===== src/logic/dip_pkg.sv =====
/*
 * dip_pkg: constants and types shared by the descriptor/init DMA sequencer.
 * assumes: single 100 MHz clock domain, synchronous active-low reset.
 */
package dip_pkg;
    localparam int          DIP_AW             = 32;
    localparam int          DIP_DW             = 32;
    // software style encodings
    localparam logic [7:0]  DIP_STYLE_16       = 8'h00;
    localparam logic [7:0]  DIP_STYLE_32       = 8'h02;
    localparam logic [7:0]  DIP_STYLE_32_BURST = 8'h03;
    // descriptor word 1 field positions
    localparam int          DIP_BPE_BIT        = 23;
    localparam int          DIP_OWN_BIT        = 31;
    // init block: transfers per period, periods per style
    localparam logic [1:0]  DIP_INIT_XFERS     = 2'h2;
    localparam logic [2:0]  DIP_INIT_PER_32    = 3'h4;
    localparam logic [2:0]  DIP_INIT_PER_16    = 3'h3;
    // orderly termination threshold in bits, and as bytes
    localparam int          DIP_RUNT_BITS      = 512;
    localparam logic [15:0] DIP_RUNT_BYTES     = 16'(DIP_RUNT_BITS / 8);
    // byte enables (active high here)
    localparam logic [3:0]  DIP_BE_ALL         = 4'hf;
    localparam logic [3:0]  DIP_BE_TOP_BYTE    = 4'h8;
    localparam logic [3:0]  DIP_BE_TOP_WORD    = 4'hc;
    localparam logic [DIP_DW-1:0] DIP_ADDR_STEP = 32'h0000_0004;

    typedef enum logic [1:0] {
        DIP_OP_INIT  = 2'h0,
        DIP_OP_DRD   = 2'h1,
        DIP_OP_DWR   = 2'h2,
        DIP_OP_BUF   = 2'h3
    } dip_op_t;

    // gray codes along idle -> address -> wait -> data -> gap
    typedef enum logic [2:0] {
        DIP_S_IDLE   = 3'b000,
        DIP_S_ADDR   = 3'b001,
        DIP_S_WAIT   = 3'b011,
        DIP_S_DATA   = 3'b010,
        DIP_S_GAP    = 3'b110
    } dip_state_t;
endpackage


===== src/logic/dip_dma_seq.sv =====
/*
 * dip_dma_seq: master-side sequencer for init block and descriptor DMA,
 * with parity error response and orderly transmit termination.
 * assumes: an outside bus front end turns the phase strobes into pin
 * timing and reports target ready and parity errors on this clock.
 */
// Operation
// - master parity error sets flag, interrupt if enabled
// - default mode: parity error only sets flag
// - advanced enable marks buffer errors, bit 23
// - init read error sets stop bit
// - ring error: terminate network, then stop
// - tx buffer error: mark descriptor, terminate
// - rx buffer error: mark last descriptor
// - under 512 bits runt, else bad fcs
// - advanced enable ignores address and target errors
// - init request: two dword reads, release
// - 32-bit init: seven dwords, four periods
// - 16-bit init: three periods
// - no read burst: separate address phases
// - read burst: single burst, linear order
// - descriptor read two, write one or two
// - reads all lanes, writes needed lanes only
// - descriptor read burst only style 3 with enable; init read burst with enable alone
// - write burst only style 3 with enable
// - chained intermediate: single byte or word write
// - last descriptor: dword then ownership write
// - descriptor writes add one wait state
module dip_dma_seq
    import dip_pkg::*;
#(
    parameter int AW = DIP_AW                        // address width
) (
    input  wire logic                  mclk,          // 100 MHz clock
    input  wire logic                  rst_n,         // sync reset
    input  wire logic                  ce,            // clock enable
    input  wire logic                  req,           // microcode request pulse
    input  wire dip_pkg::dip_op_t      req_op,        // init/read/write
    input  wire logic [AW-1:0]         req_addr,      // descriptor or block base
    input  wire logic                  req_chain_mid, // intermediate chained desc
    input  wire logic [31:0]           wr_status,     // first status dword
    input  wire logic [31:0]           wr_word1,      // descriptor_word1 value
    input  wire logic [7:0]            software_style_field, // style
    input  wire logic                  init_structure_32bit, // 32-bit init
    input  wire logic                  burst_read_enable,    // read bursting
    input  wire logic                  burst_write_enable,   // write bursting
    input  wire logic                  advanced_parity_enable, // adv mode
    input  wire logic                  system_error_interrupt_enable, // int enable
    input  wire logic                  system_error_interrupt_flag_clr,      // clear flag
    input  wire logic                  bus_ready,     // target ready for data
    input  wire logic                  data_perr,     // data parity error seen
    input  wire logic                  addr_perr,     // address parity error
    input  wire logic                  target_perr,   // error while target
    input  wire logic                  buf_perr,      // fifo buffer parity error
    input  wire logic                  buf_is_tx,     // buffer error on tx side
    input  wire logic                  tx_active,     // transmission running
    input  wire logic [15:0]           tx_bytes,      // bytes sent
    input  wire logic                  tx_byte_end,   // byte boundary
    output logic                       busy,          // sequencer busy
    output logic                       addr_valid,    // address phase
    output logic [AW-1:0]              addr,          // address
    output logic                       frame,         // frame active
    output logic                       irdy,          // master data ready
    output logic                       wr,            // write cycle
    output logic [3:0]                 byte_en,       // byte enables, high active
    output logic [31:0]                wdata,         // write data
    output logic                       rd_take,       // read data to keep
    output logic                       done,          // request finished
    output logic                       init_done,     // init sequence complete
    output logic                       system_error_interrupt_flag, // flag
    output logic                       intr,          // interrupt line
    output logic                       stop_set,      // stop bit set pulse
    output logic                       bpe_tx,        // set bpe in tx desc
    output logic                       bpe_rx,        // set bpe in rx desc
    output logic                       tx_abort,      // runt stop
    output logic                       tx_bad_fcs     // inverted fcs
);
    import dip_pkg::*;

    dip_state_t      st_r, st_nxt;
    dip_op_t         op_r;
    logic [AW-1:0]   addr_r;
    logic [1:0]      cnt_r, total_r;
    logic            burst_r, wr_r;
    logic [2:0]      per_r;
    logic [2:0]      dw_r;
    logic [31:0]     wd0_r, wd1_r;
    logic [3:0]      be0_r, be1_r;
    logic            chain_r;
    logic            done_r, idone_r, take_r;
    logic [AW-1:0]   a_first;

    wire style3      = software_style_field == DIP_STYLE_32_BURST;
    wire style16     = software_style_field == DIP_STYLE_16;
    wire is_wr_req   = req_op == DIP_OP_DWR;
    // init: read burst per enable; descriptors: style 3 only
    wire want_burst  = (req_op == DIP_OP_INIT) ? burst_read_enable :
                       is_wr_req ? (style3 && burst_write_enable) : (style3 && burst_read_enable);
    wire [1:0] n_xfer = (is_wr_req && req_chain_mid) ? 2'h1 : DIP_INIT_XFERS;
    wire [2:0] per_need = init_structure_32bit ? DIP_INIT_PER_32 : DIP_INIT_PER_16;
    wire last_xfer   = cnt_r == total_r - 2'h1;
    wire first_xfer  = cnt_r == 2'h0;

    // style 0 intermediate writes a byte, styles 2/3 a word
    wire [3:0] own_be = style16 ? DIP_BE_TOP_BYTE : DIP_BE_TOP_WORD;
    // address order: style 3 burst writes status at +0 then word1 at +4
    assign a_first = req_addr;

    always_comb begin
        st_nxt = st_r;
        unique case (st_r)
            DIP_S_IDLE: if (req) st_nxt = DIP_S_ADDR;
            // write data phases are stretched by one wait cycle
            DIP_S_ADDR: st_nxt = wr_r ? DIP_S_WAIT : DIP_S_DATA;
            DIP_S_WAIT: st_nxt = DIP_S_DATA;
            DIP_S_DATA: begin
                if (bus_ready) begin
                    if (last_xfer)
                        st_nxt = DIP_S_IDLE;
                    else if (burst_r)
                        st_nxt = wr_r ? DIP_S_WAIT : DIP_S_DATA;
                    else
                        st_nxt = DIP_S_GAP;
                end
            end
            DIP_S_GAP: st_nxt = DIP_S_ADDR;
            default: st_nxt = DIP_S_IDLE;
        endcase
    end

    always_ff @(posedge mclk) begin
        if (!rst_n) begin
            st_r    <= DIP_S_IDLE;
            op_r    <= DIP_OP_INIT;
            addr_r  <= '0;
            cnt_r   <= 2'h0;
            total_r <= 2'h0;
            burst_r <= 1'b0;
            wr_r    <= 1'b0;
            chain_r <= 1'b0;
            wd0_r   <= 32'h0000_0000;
            wd1_r   <= 32'h0000_0000;
            be0_r   <= 4'h0;
            be1_r   <= 4'h0;
            per_r   <= 3'h0;
            dw_r    <= 3'h0;
            done_r  <= 1'b0;
            idone_r <= 1'b0;
            take_r  <= 1'b0;
        end else if (ce) begin
            st_r    <= st_nxt;
            done_r  <= 1'b0;
            idone_r <= 1'b0;
            take_r  <= 1'b0;
            if (st_r == DIP_S_IDLE && req) begin
                op_r    <= req_op;
                addr_r  <= a_first;
                cnt_r   <= 2'h0;
                total_r <= n_xfer;
                burst_r <= want_burst;
                wr_r    <= is_wr_req;
                chain_r <= req_chain_mid;
                // all lanes on reads; only written lanes on writes
                be0_r   <= !is_wr_req ? DIP_BE_ALL : (req_chain_mid ? own_be : DIP_BE_ALL);
                be1_r   <= !is_wr_req ? DIP_BE_ALL : own_be;
                wd0_r   <= req_chain_mid ? wr_word1 : wr_status;
                wd1_r   <= wr_word1;  // ownership bit rides in word1 top
            end
            if (st_r == DIP_S_DATA && bus_ready) begin
                cnt_r   <= cnt_r + 2'h1;
                // contiguous ascending addresses
                addr_r  <= addr_r + AW'(DIP_ADDR_STEP);
                take_r  <= !wr_r;
                if (op_r == DIP_OP_INIT) begin
                    dw_r <= dw_r + 3'h1;  // eighth dword is discarded by the consumer
                end
                if (last_xfer) begin
                    done_r <= 1'b1;
                    if (op_r == DIP_OP_INIT) begin
                        if (per_r + 3'h1 >= per_need) begin
                            per_r   <= 3'h0;
                            dw_r    <= 3'h0;
                            idone_r <= 1'b1;
                        end else begin
                            per_r <= per_r + 3'h1;
                        end
                    end
                end
            end
        end
    end

    assign busy       = st_r != DIP_S_IDLE;
    // burst address phases drive a dword-aligned address, linear order
    assign addr       = burst_r ? {addr_r[AW-1:2], 2'b00} : addr_r;
    assign addr_valid = st_r == DIP_S_ADDR;
    assign frame      = (st_r == DIP_S_ADDR) || (st_r == DIP_S_WAIT) ||
                        (st_r == DIP_S_DATA && !last_xfer && burst_r);
    assign irdy       = st_r == DIP_S_DATA;
    assign wr         = wr_r;
    assign byte_en    = first_xfer ? be0_r : be1_r;
    assign wdata      = first_xfer ? wd0_r : wd1_r;
    assign rd_take    = take_r;
    assign done       = done_r;
    assign init_done  = idone_r;

    // only master data errors and buffer errors reach the handler; address and target errors do not
    wire net_idle, term_req;
    wire perr_master = (busy && data_perr && bus_ready) || buf_perr;
    wire dip_op_t err_op = buf_perr ? DIP_OP_BUF : op_r;
    logic unused_perr;
    assign unused_perr = addr_perr | target_perr;

    dip_parity_resp u_resp (
        .mclk        (mclk),
        .rst_n       (rst_n),
        .ce          (ce),
        .perr_master (perr_master),
        .op          (err_op),
        .buf_is_tx   (buf_is_tx),
        .adv_en      (advanced_parity_enable),
        .system_error_interrupt_flag_en     (system_error_interrupt_enable),
        .system_error_interrupt_flag_clr    (system_error_interrupt_flag_clr),
        .net_idle    (net_idle),
        .system_error_interrupt_flag_flag   (system_error_interrupt_flag),
        .intr        (intr),
        .stop_set    (stop_set),
        .tx_term     (term_req),
        .bpe_tx      (bpe_tx),
        .bpe_rx      (bpe_rx)
    );

    dip_tx_term u_term (
        .mclk        (mclk),
        .rst_n       (rst_n),
        .ce          (ce),
        .term_req    (term_req),
        .tx_active   (tx_active),
        .tx_bytes    (tx_bytes),
        .tx_byte_end (tx_byte_end),
        .tx_abort    (tx_abort),
        .tx_bad_fcs  (tx_bad_fcs),
        .idle        (net_idle)
    );
endmodule


===== src/logic/dip_parity_resp.sv =====
/*
 * dip_parity_resp: reacts to master data parity errors.
 * assumes: errors arrive as one-cycle pulses tagged by the current transfer kind.
 */
module dip_parity_resp
    import dip_pkg::*;
(
    input  wire logic    mclk,          // clock
    input  wire logic    rst_n,         // sync reset
    input  wire logic    ce,            // clock enable
    input  wire logic    perr_master,   // parity error while master
    input  wire dip_op_t op,            // transfer kind at error
    input  wire logic    buf_is_tx,     // buffer error is on transmit side
    input  wire logic    adv_en,        // advanced_parity_enable
    input  wire logic    system_error_interrupt_flag_en,       // system_error_interrupt_enable
    input  wire logic    system_error_interrupt_flag_clr,      // clears the flag
    input  wire logic    net_idle,      // orderly termination done
    output logic         system_error_interrupt_flag_flag,     // system_error_interrupt_flag
    output logic         intr,          // interrupt line
    output logic         stop_set,      // stop bit set pulse
    output logic         tx_term,       // request orderly tx termination
    output logic         bpe_tx,        // mark tx descriptor
    output logic         bpe_rx         // mark rx descriptor
);
    logic system_error_interrupt_flag_r, pend_r, stop_r, term_r, btx_r, brx_r;
    wire  is_ring = (op == DIP_OP_DRD) || (op == DIP_OP_DWR);
    wire  fire    = perr_master && adv_en;

    always_ff @(posedge mclk) begin
        if (!rst_n) begin
            system_error_interrupt_flag_r <= 1'b0;
            pend_r <= 1'b0;
            stop_r <= 1'b0;
            term_r <= 1'b0;
            btx_r  <= 1'b0;
            brx_r  <= 1'b0;
        end else if (ce) begin
            // set wins over clear; parity report enable is not consulted
            system_error_interrupt_flag_r <= perr_master | (system_error_interrupt_flag_r & ~system_error_interrupt_flag_clr);
            stop_r <= (fire && op == DIP_OP_INIT) || (pend_r && net_idle);
            pend_r <= (fire && is_ring) | (pend_r & ~net_idle);
            term_r <= fire && (is_ring || (op == DIP_OP_BUF && buf_is_tx));
            btx_r  <= fire && op == DIP_OP_BUF && buf_is_tx;
            brx_r  <= fire && op == DIP_OP_BUF && !buf_is_tx;
        end
    end
    // default mode leaves engine untouched: all actions gated by adv_en
    assign system_error_interrupt_flag_flag = system_error_interrupt_flag_r;
    assign intr      = system_error_interrupt_flag_r & system_error_interrupt_flag_en;
    assign stop_set  = stop_r;
    assign tx_term   = term_r;
    assign bpe_tx    = btx_r;
    assign bpe_rx    = brx_r;
endmodule


===== src/logic/dip_tx_term.sv =====
/*
 * dip_tx_term: orderly termination of an ongoing transmission.
 * assumes: the MAC reports byte count sent and byte boundaries each cycle.
 */
module dip_tx_term
    import dip_pkg::*;
(
    input  wire logic        mclk,        // clock
    input  wire logic        rst_n,       // sync reset
    input  wire logic        ce,          // clock enable
    input  wire logic        term_req,    // terminate request pulse
    input  wire logic        tx_active,   // transmission in progress
    input  wire logic [15:0] tx_bytes,    // bytes sent so far
    input  wire logic        tx_byte_end, // at a byte boundary
    output logic             tx_abort,    // stop now (runt)
    output logic             tx_bad_fcs,  // append inverted fcs
    output logic             idle         // nothing left to terminate
);
    logic wait_r, abort_r, bad_r;
    wire  short_frame = tx_bytes < DIP_RUNT_BYTES;

    always_ff @(posedge mclk) begin
        if (!rst_n) begin
            wait_r  <= 1'b0;
            abort_r <= 1'b0;
            bad_r   <= 1'b0;
        end else if (ce) begin
            abort_r <= term_req && tx_active && short_frame;
            // long frames wait for the byte boundary before corrupting fcs
            wait_r  <= (term_req && tx_active && !short_frame) | (wait_r & ~tx_byte_end);
            bad_r   <= wait_r && tx_byte_end;
        end
    end
    assign tx_abort   = abort_r;
    assign tx_bad_fcs = bad_r;
    assign idle       = !tx_active && !wait_r;
endmodule


===== config.mk =====
export PLATFORM = sky130hd
export DESIGN_NAME = dip_dma_seq
export DESIGN_NICKNAME = d
export VERILOG_FILES = /design/src/logic/dip_pkg.sv /design/src/logic/dip_dma_seq.sv /design/src/logic/dip_parity_resp.sv /design/src/logic/dip_tx_term.sv
export SDC_FILE = /design/constraint.sdc
export NUM_CORES = 1
export LEC_CHECK = 0
export ABC_AREA = 1
export BUFFER_PORTS_ARGS = -buffer_cell sky130_fd_sc_hd__buf_2
export CAP_MARGIN = 20
export CORE_MARGIN = 5
export CORE_UTILIZATION = 43
export CTS_CLUSTER_DIAMETER = 30
export CTS_CLUSTER_SIZE = 12
export DETAILED_ROUTE_END_ITERATION = 6
export HOLD_SLACK_MARGIN = 0.02
export PLACE_DENSITY = 0.72
export SYNTH_ARGS = -nofsm -noshare
export SYNTH_HDL_FRONTEND = slang
export SYNTH_SLANG_ARGS = --single-unit

===== constraint.sdc =====
create_clock -name mclk -period 1.6 [get_ports mclk]
set_clock_uncertainty 0.2 [all_clocks]
set_input_delay 0.16 -clock mclk [delete_from_list [all_inputs] [get_ports mclk]]
set_output_delay 0.16 -clock mclk [all_outputs]
set_load 0.03 [all_outputs]

==> impl_metrics.env, run 1 <==
export IMPL_status="finished, violations left"
export IMPL_violations="setup timing"
export IMPL_yosysTopAreaCell="dfxtp_1"
export IMPL_synth_area_leaders="dfxtp_1 37%, nand2_1 13%, o21ai_0 10%"
export IMPL_cts_buffer_depth=2
export IMPL_cp_max_fo=5
export IMPL_cpMaxStageDelayCell="dfxtp_2"
export IMPL_gp_congestion=0.905
export IMPL_synth_cell_area_mm2=0.00686
export IMPL_hold_viol=0
export IMPL_crit_type="flop to primary output"
export IMPL_numClockSinks=127
export IMPL_min_period_ns=2.09
export IMPL_setup_viol=162
export IMPL_worstPathArrival_ns=1.73
export IMPL_area_delta_synth_final_pct=100
export IMPL_fin_crit_sh_pct=130
export IMPL_async_flop_share_pct=0
export IMPL_grt_pass1_vias=9319
export IMPL_htreeDepth=4
export IMPL_power_w=0.0117
export IMPL_drive_gt1_share_pct=49.9
export IMPL_grt_overflow=0
export IMPL_postRouteAntennaNets=0
export IMPL_clk_latency_ns=0.43
export IMPL_routed_via_count=10200
export IMPL_fin_area_mm2=0.0137
export IMPL_synthCells=1019
export IMPL_synth_common_cells="232 x nand2_1, 141 x o21ai_0, 127 x dfxtp_1, 119 x a21oi_1, 101 x nor2_1"
export IMPL_die_area_mm2=0.0186
export IMPL_wl_mm=40.9
export IMPL_synth_enable_flop_cells=0
export IMPL_p_leak_nw=5.73
export IMPL_start_kind="flop"
export IMPL_grt_setup_unrepaired="true"
export IMPL_drcViolationCount=0
export IMPL_r2r_cells=12
export IMPL_die_h_um=136
export IMPL_relSlewSlack_pct=52.1
export IMPL_setup_slack_ns=-0.486
export IMPL_portBuffers=215
export IMPL_required_ns=1.24
export IMPL_power_density_mw_per_mm2=855
export IMPL_post_place_ws_ns=-0.131
export IMPL_syn_nets=1168
export IMPL_antenna_cells=0
export IMPL_synth_most_common_cell="nand2_1"
export IMPL_cp_slowest_stage_delay_ns=0.36
export IMPL_path_cells="inv_2, ha_4, buf_12, buf_16, o21ai_4, buf_6"
export IMPL_grt_usage_pct=31.5
export IMPL_max_cap_viol_count=0
export IMPL_finalNetCount=1619
export IMPL_hold_path_class="primary input to flop"
export IMPL_coreArea_mm2=0.0158
export IMPL_cts_tree="built"
export IMPL_grt_max_degree=84
export IMPL_synthFlopType="dfxtp_1"
export IMPL_whs_path_depth=5
export IMPL_slew_viol_final=0
export IMPL_vias_per_cell=6.01
export IMPL_postPlaceCellArea_mm2=0.00877
export IMPL_yosysWarnings=0
export IMPL_dpl_hpwl_mm=14.6
export IMPL_drt_pass1_iter_count=6
export IMPL_wl_per_cell_um=24.1
export IMPL_vdd_drop_max_mv=0.890
export IMPL_grt_pass1_wl_mm=46.5
export IMPL_yosysSeqAreaShare_pct=37.1
export IMPL_tightest_slew_ns=0.718
export IMPL_end_kind="primary output"
export IMPL_synth_top_cell_area_share_pct=37.1
export IMPL_drt_iter0_markers=1039
export IMPL_antenna_found_initial=0
export IMPL_cts_buffers=17
export IMPL_fillers=683
export IMPL_die_w_um=136
export IMPL_initial_core_util_pct=43.5
export IMPL_ys_ff_latch=127
export IMPL_io_pins=224
export IMPL_final_util_pct=87.1
export IMPL_clk_pin_slew_ns=0.06
export IMPL_avgSynthCellArea_um2=6.73
export IMPL_fmax_mhz=479
export IMPL_fp_row_count=46
export IMPL_ctsRootBufferMaster="clkbuf_16"
export IMPL_synthDistinctLibCells=39
==> worst max-delay path: cells and delay by family (launching register included) <==
family                   cells  cell delay [ns]
flip-flops                   1             0.36
buffers and inverters        4             0.52
AO/OA/AOI/OAI                1             0.22
adder cells (fa/ha/maj)      1             0.18
==> worst paths after layout <==
check / to / slack, ns / from
setup / recovery: byte_en[0] / -0.49 / cnt_r[1]
hold / removal: u_resp.bpe_tx / 0.03 / rst_n
hold reg to reg: wd1_r[4] / 0.26 / wd1_r[4]
setup reg to reg: addr_r[20] / -0.43 / st_r[2]
==> repair_timing <==
action / CTS / global route
pin swaps: 35 / 81
setup endpoints to repair: 78 / 162
hold buffers: 127 / 0
cloned: 12 / 25
endpoints found under the hold margin: 111 / 0
setup buffers: 20 / 28
gates resized for setup: 273 / 309
==> through the flow <==
stage          hold slack, ns  TNS (ns)  instances
2_1_floorplan           0.103     -1.88       1019
6_report               0.0331    -49.71       1699
3_5_place_dp            0.235     -1.71       1464
5_1_grt                0.0403    -55.99       1699
3_3_place_gp            0.231    -0.882       1464
4_1_cts                0.0373    -20.39       1653
==> final cells by class <==
class                      instances  area [um^2]  area share (%)
clock buffer                      18          439            3.20
clock inverter                    14          204            1.49
inverter                          91          385            2.81
multi-input combinational        717         5050            36.8
sequential                       127         2570            18.7
tap                              216          270            1.97
timing repair buffer             514         4780            34.8
timing repair inverter             2         27.5           0.200
==> cell families after synthesis <==
kind of cell / Yosys count / share of synthesized area, %
buf+inv: 175 / 11.8
xor+xnor: 4 / 0.511
compound gates: 276 / 20.7
simple gates: 397 / 23.8
flops: 127 / 37.1
mux: 32 / 4.67
fa+ha+maj: 8 / 1.46
==> flip-flops by register name, summed over array words and instances (netlist names), 3 cells and up <==
| signal | count |
|---|---|
| wd1_r | 32 |
| st_r | 3 |
| be0_r | 3 |
| addr_r | 32 |
| wd0_r | 32 |
| per_r | 3 |
==> power breakdown <==
group          switching [W]  leakage (nW)  internal [W]  total (W)
combinational        0.00204          4.37       0.00166    0.00370
sequential          0.000226          1.05       0.00341    0.00363
clock                0.00173         0.310       0.00269    0.00441
total                0.00399          5.73       0.00776     0.0117
==> metal layers <==
metal | global-route usage, % | share of wire (%) | vias up | wire, um
met1 | 35.0 | 33 | 4676 | 13400
met5 | 0 | 0 | - | 0
met4 | 18.9 | 8.9 | 0 | 3660
met3 | 7.62 | 11 | 321 | 4550
met2 | 54.3 | 47 | 982 | 19300
li1 | - | - | 4236 | -
==> cells in the final DEF (no fill, tap or decap), types with 12 or more instances in the layout <==
master         instances
nand2_1              187
buf_2                175
dlygate4sd3_1        127
dfxtp_1              109
buf_4                101
inv_1                 79
a21oi_2               71
nor2_1                69
o21ai_2               68
buf_6                 55
nand2_2               36
o21ai_4               36
a21oi_1               36
clkbuf_16             33
nand3_1               32
mux2i_1               32
o21ai_1               25
buf_12                21
nor2_2                19
nor2_4                16
dfxtp_2               16
o21ai_0               12
a21oi_4               12
buf_16                12
Note: power is estimated with default switching activity, not from simulation.
==> inputs of run 2 (changes only) <==
--- a/config.mk
+++ b/config.mk
@@ -9,12 +9,11 @@
 export BUFFER_PORTS_ARGS = -buffer_cell sky130_fd_sc_hd__buf_2
 export CAP_MARGIN = 20
 export CORE_MARGIN = 5
-export CORE_UTILIZATION = 43
+export CORE_UTILIZATION = 29
 export CTS_CLUSTER_DIAMETER = 30
 export CTS_CLUSTER_SIZE = 12
 export DETAILED_ROUTE_END_ITERATION = 6
 export HOLD_SLACK_MARGIN = 0.02
-export PLACE_DENSITY = 0.72
 export SYNTH_ARGS = -nofsm -noshare
 export SYNTH_HDL_FRONTEND = slang
 export SYNTH_SLANG_ARGS = --single-unit
==> run 2 against run 1 <==
  * The flow still finishes with violations (setup timing)
  * Die area rose by 44%
  * Routed wire length shrank 13%
  * Maximum frequency up 3.0%
  * Cell area rose by 1.7%
  * Sequential share of layout area down 0.27 points
  * Critical path type unchanged
  * Critical endpoint is now wdata[19]
  * Largest power group unchanged
==> impl_metrics.env, run 2 (synthesized netlist as in run 1, its figures left out) <==
export IMPL_initial_core_util_pct=29.3
export IMPL_min_period_ns=2.03
export IMPL_clk_latency_ns=0.43
export IMPL_violations="setup timing"
export IMPL_postPlaceCellArea_mm2=0.00892
export IMPL_area_delta_synth_final_pct=103
export IMPL_wl_mm=35.5
export IMPL_hold_path_class="primary input to flop"
export IMPL_drive_gt1_share_pct=49.4
export IMPL_whs_path_depth=5
export IMPL_path_cells="inv_2, ha_4, buf_12, buf_16, o21ai_4, buf_6"
export IMPL_r2r_cells=10
export IMPL_fillers=1893
export IMPL_postRouteAntennaNets=0
export IMPL_tightest_slew_ns=0.679
export IMPL_cpMaxStageDelayCell="dfxtp_4"
export IMPL_cp_slowest_stage_delay_ns=0.37
export IMPL_reg_top3="addr_r (32), wd0_r (32), wd1_r (32)"
export IMPL_coreArea_mm2=0.0234
export IMPL_fin_area_mm2=0.0140
export IMPL_status="finished, violations left"
export IMPL_gp_congestion=0.855
export IMPL_antenna_cells=0
export IMPL_drt_iter0_markers=631
export IMPL_io_pins=224
export IMPL_slew_viol_final=0
export IMPL_required_ns=1.24
export IMPL_clk_pin_slew_ns=0.06
export IMPL_numClockSinks=127
export IMPL_fmax_mhz=494
export IMPL_vdd_drop_max_mv=0.589
export IMPL_start_kind="flop"
export IMPL_cp_top_family="buffers and inverters"
export IMPL_ctsRootBufferMaster="clkbuf_16"
export IMPL_fin_crit_sh_pct=127
export IMPL_dp_cells=1570
export IMPL_setup_slack_ns=-0.425
export IMPL_cp_max_fo=8
export IMPL_routed_via_count=9250
export IMPL_die_h_um=164
export IMPL_path_depth=6
export IMPL_grt_setup_unrepaired="true"
export IMPL_die_area_mm2=0.0268
export IMPL_finalNetCount=1623
export IMPL_htreeDepth=4
export IMPL_layout_cells_non_filler=1806
export IMPL_grt_pass1_wl_mm=49.9
export IMPL_final_util_pct=59.6
export IMPL_drcViolationCount=0
export IMPL_fp_row_count=56
export IMPL_grt_overflow=0
export IMPL_p_leak_nw=5.76
export IMPL_crit_type="flop to primary output"
export IMPL_grt_max_degree=75
export IMPL_end_kind="primary output"
export IMPL_wl_per_cell_um=19.7
export IMPL_cts_tree="built"
export IMPL_die_w_um=164
export IMPL_layout_common_cells="188 x nand2_1, 175 x buf_2, 137 x dlygate4sd3_1"
export IMPL_vias_per_cell=5.12
export IMPL_antenna_found_initial=0
export IMPL_cts_buffers=17
export IMPL_cts_buffer_depth=2
export IMPL_portBuffers=215
export IMPL_grt_pass1_vias=9464
export IMPL_setup_viol=153
export IMPL_max_cap_viol_count=0
export IMPL_worstPathArrival_ns=1.67
export IMPL_power_density_mw_per_mm2=817
export IMPL_drt_pass1_iter_count=7
export IMPL_relSlewSlack_pct=54.7
export IMPL_fin_setup_tns_ns=-36.88
export IMPL_final_common_cell="nand2_1"
export IMPL_dpl_hpwl_mm=16.3
export IMPL_post_place_ws_ns=-0.142
export IMPL_path_buf_inv=4
export IMPL_hold_viol=0
export IMPL_grt_usage_pct=23.6
## run 2: power breakdown
part / switching [W] / total, W / internal (W)
combinational: 0.00190 / 0.00355 / 0.00165
sequential: 0.000193 / 0.00359 / 0.00340
clock: 0.00186 / 0.00426 / 0.00239
## run 2: timing repair
action | CTS | global route
resized for setup | 336 | 302
hold endpoints to repair | 111 | 0
cloned | 32 | 3
setup buffers | 37 | 18
endpoints found under the setup margin | 132 | 163
hold buffers | 137 | 0
pin swaps | 31 | 65
## run 2: stage by stage
step,hold WS (ns),total power [W]
after floorplan,0.103,0.00477
after global placement,0.239,0.00542
after detailed placement,0.238,0.00543
after CTS,0.0213,0.0109
after global routing,0.0473,0.0118
final,0.0252,0.0114
## run 2: worst register-to-register path: cells and delay by family, from the launching register on
family                 cells  cell delay [ns]
buffers and inverters      5             0.70
flip-flops                 1             0.35
AND/OR/NAND/NOR            3             0.33
AO/OA/AOI/OAI              2             0.22
## run 2: path summary, 6_finish.rpt
path            start         endpoint  slack (ns)
max          cnt_r[1]        wdata[19]       -0.43
min          buf_perr  u_resp.stop_set        0.03
max reg2reg   st_r[1]        wd1_r[12]       -0.29
min reg2reg  wd1_r[3]         wd1_r[3]        0.26
## run 2: final cells by class
class                   instances  area [um^2]  area share [%]
flip-flops and latches        127         2570            18.4
clock inverters                15          193            1.38
well taps                     319          399            2.86
repair inverters                3         52.6           0.376
inverters                      91          363            2.60
repair buffers                517         4830            34.6
multi-input cells             717         5120            36.7
clock buffers                  17          425            3.05
## run 2: layer usage
layer	vias up	GRT usage (%)	wire length (um)
li1	4245	-	-
met1	4406	26.6	13200
met2	478	42.6	18300
met3	121	5.29	2330
met4	0	10.5	1640
met5	-	0	0
==> inputs of run 3 (changes only) <==
--- a/config.mk
+++ b/config.mk
@@ -5,7 +5,6 @@
 export SDC_FILE = /design/constraint.sdc
 export NUM_CORES = 1
 export LEC_CHECK = 0
-export ABC_AREA = 1
 export BUFFER_PORTS_ARGS = -buffer_cell sky130_fd_sc_hd__buf_2
 export CAP_MARGIN = 20
 export CORE_MARGIN = 5
==> run 3 against run 2 <==
  * Synthesized area is 1.8% lower
  * Maximum frequency fell by 3.6%
  * Worst setup slack got worse by 0.075 ns
  * The run ends with hold timing, setup timing left
  * Final cell count fell by 10%
  * Global-route usage fell by 0.37 points
  * Total power fell by 2.5%
  * Critical path depth unchanged
  * Count of clock-buffer cells in the layout is 1 higher
==> impl_metrics.env, run 3 <==
export IMPL_status="finished, violations left"
export IMPL_violations="hold timing, setup timing"
export IMPL_layout_common_cells="173 x buf_2, 115 x dlygate4sd3_1, 105 x buf_6"
export IMPL_clkPwrFrac_pct=38.3
export IMPL_cpMaxStageDelayCell="dfxtp_4"
export IMPL_synth_most_common_cell="nand2_1"
export IMPL_grt_pass1_vias=8973
export IMPL_area_delta_synth_final_pct=111
export IMPL_fp_row_count=55
export IMPL_synthFlopType="dfxtp_1"
export IMPL_wl_per_cell_um=20.5
export IMPL_antenna_found_initial=1
export IMPL_synthCells=826
export IMPL_antenna_cells=0
export IMPL_grt_setup_unrepaired="true"
export IMPL_max_cap_viol_count=0
export IMPL_r2r_cells=11
export IMPL_die_w_um=162
export IMPL_swShare_pct=31.6
export IMPL_die_h_um=162
export IMPL_drive_gt1_share_pct=62.1
export IMPL_fin_area_mm2=0.0142
export IMPL_htreeDepth=4
export IMPL_ys_ff_latch=127
export IMPL_path_buf_inv=4
export IMPL_fin_setup_tns_ns=-50.68
export IMPL_grt_pass1_wl_mm=48.6
export IMPL_drt_iter0_markers=589
export IMPL_drcViolationCount=0
export IMPL_r2r_end="wd1_r[23]"
export IMPL_postRouteAntennaNets=0
export IMPL_clk_pin_slew_ns=0.06
export IMPL_fmax_mhz=476
export IMPL_slew_viol_final=0
export IMPL_whs_path_depth=5
export IMPL_synth_common_cells="128 x nand2_1, 127 x dfxtp_1, 79 x a21oi_1, 64 x nor2_1, 40 x mux2i_1"
export IMPL_synth_enable_flop_cells=0
export IMPL_crit_top_cell="buf_12"
export IMPL_cp_top_family="buffers and inverters"
export IMPL_routed_via_count=8454
export IMPL_p_leak_nw=6.22
export IMPL_cts_tree="built"
export IMPL_p_int_w=0.00760
export IMPL_yosysTopAreaCell="dfxtp_1"
export IMPL_path_cells="inv_2, ha_4, buf_12, buf_12, mux2_4, buf_6"
export IMPL_grt_usage_pct=23.3
export IMPL_numClockSinks=127
export IMPL_vdd_drop_max_mv=0.636
export IMPL_gp_congestion=0.849
export IMPL_switchingPower_w=0.00352
export IMPL_startpoint="cnt_r[1]"
export IMPL_clk_latency_ns=0.42
export IMPL_crit_type="flop to primary output"
export IMPL_wl_mm=33.2
export IMPL_timing_rr_start="st_r[2]"
export IMPL_final_util_pct=62.3
export IMPL_hold_path_class="primary input to flop"
export IMPL_die_area_mm2=0.0264
export IMPL_fin_crit_sh_pct=131
export IMPL_yosysWarnings=0
export IMPL_dpl_hpwl_mm=16.1
export IMPL_cp_slowest_stage_delay_ns=0.36
export IMPL_drt_pass1_iter_count=5
export IMPL_grt_max_degree=104
export IMPL_synth_area_leaders="dfxtp_1 38%, nand2_1 7.1%, mux2_2 6.0%"
export IMPL_ctsRootBufferMaster="clkbuf_16"
export IMPL_finalNetCount=1443
export IMPL_min_delay_start="tx_bytes[13]"
export IMPL_seqPwrFrac_pct=31.9
export IMPL_syn_nets=975
export IMPL_power_density_mw_per_mm2=784
export IMPL_required_ns=1.24
export IMPL_fillers=1710
export IMPL_hold_viol=2
export IMPL_post_place_ws_ns=-0.371
export IMPL_cts_buffers=17
export IMPL_min_period_ns=2.10
export IMPL_end_kind="primary output"
export IMPL_hold_buffers=115
export IMPL_ff2ff_setup_slack_ns=-0.40
export IMPL_postPlaceCellArea_mm2=0.00898
export IMPL_worstPathArrival_ns=1.74
export IMPL_start_kind="flop"
export IMPL_coreArea_mm2=0.0228
export IMPL_synth_cell_area_mm2=0.00674
export IMPL_whs_endpoint="u_term.tx_abort"
export IMPL_cp_max_fo=8
export IMPL_whs_ns=-0.0646
export IMPL_yosysSeqAreaShare_pct=37.7
export IMPL_portBuffers=215
export IMPL_setup_slack_ns=-0.500
export IMPL_cts_buffer_depth=2
export IMPL_grt_overflow=0
export IMPL_vias_per_cell=5.22
export IMPL_avgSynthCellArea_um2=8.16
export IMPL_relSlewSlack_pct=50.9
export IMPL_reg_top3="addr_r (32), wd0_r (32), wd1_r (32)"
export IMPL_io_pins=224
export IMPL_synthDistinctLibCells=63
export IMPL_power_frac_comb_pct=29.8
export IMPL_synth_top_cell_area_share_pct=37.7
export IMPL_initial_core_util_pct=29.6
export IMPL_async_flop_share_pct=0
export IMPL_final_common_cell="buf_2"
export IMPL_setup_viol=163
export IMPL_tightest_slew_ns=0.736
[run 3: metal layers]
| layer | up-vias | GRT usage [%] | wire length (um) |
|---|---|---|---|
| met1 | 4092 | 26.3 | 12500 |
| met3 | 98 | 5.57 | 2450 |
| met4 | 2 | 9.73 | 1270 |
| li1 | 3887 | - | - |
| met2 | 375 | 41.9 | 17000 |
| met5 | - | 0 | 7 |
[run 3: worst reg2reg max path, cell delays in order, from the launching register on]
cell and delay (ns):
dfxtp_2 0.33, buf_6 0.13, nor3b_4 0.22, buf_6 0.13, and2_4 0.16, buf_6 0.10, buf_6 0.09, buf_8 0.10
buf_12 0.12, buf_16 0.14, nand2_4 0.06, a21oi_2 0.15
[run 3: cell families after synthesis]
family / Yosys count / share of synthesized area [%]
simple gates: 312 / 22.5
compound gates: 191 / 17.8
flops: 127 / 37.7
buf+inv: 110 / 8.26
mux: 76 / 12.0
fa+ha+maj: 8 / 1.49
xor+xnor: 2 / 0.260
[run 3: per-stage QoR]
stage / power, W / cells
5_1_grt: 0.0115 / 1620
3_5_place_dp: 0.00535 / 1375
3_3_place_gp: 0.00533 / 1375
2_1_floorplan: 0.00471 / 826
6_report: 0.0111 / 1620
4_1_cts: 0.0108 / 1621
[run 3: how the worst max path moves through the flow]
stage / to / slack (ns) / cells after the start
floorplan: addr_r[30] / -0.39 / 6
CTS: byte_en[0] / -0.50 / 6
global placement: addr_r[30] / -0.37 / 6
detailed placement: addr_r[30] / -0.37 / 6
global route: wdata[10] / -0.55 / 6
finish: wdata[10] / -0.50 / 6
[run 3: area by class of cell]
class	count	area [um^2]	share of cell area, %
repair buffers	541	5060	35.7
clock buffers	18	439	3.10
inverters	15	57.6	0.406
flip-flops and latches	127	2590	18.3
clock inverters	14	193	1.36
multi-input cells	592	5450	38.4
well taps	313	392	2.76
[run 3: repair_timing]
action	CTS	global route
pin swaps	118	116
endpoints found under the hold margin	112	1
cloned	28	4
buffers inserted	74	19
resized for setup	397	224
endpoints found under the setup margin	166	165
[run 3: power groups by stage]
stage / clock [W] / sequential (W) / combinational, W
floorplan: 0 / 0.00355 / 0.00116
global placement: 0 / 0.00354 / 0.00179
detailed placement: 0 / 0.00355 / 0.00180
CTS: 0.00427 / 0.00351 / 0.00303
global route: 0.00445 / 0.00357 / 0.00348
finish: 0.00425 / 0.00355 / 0.00331
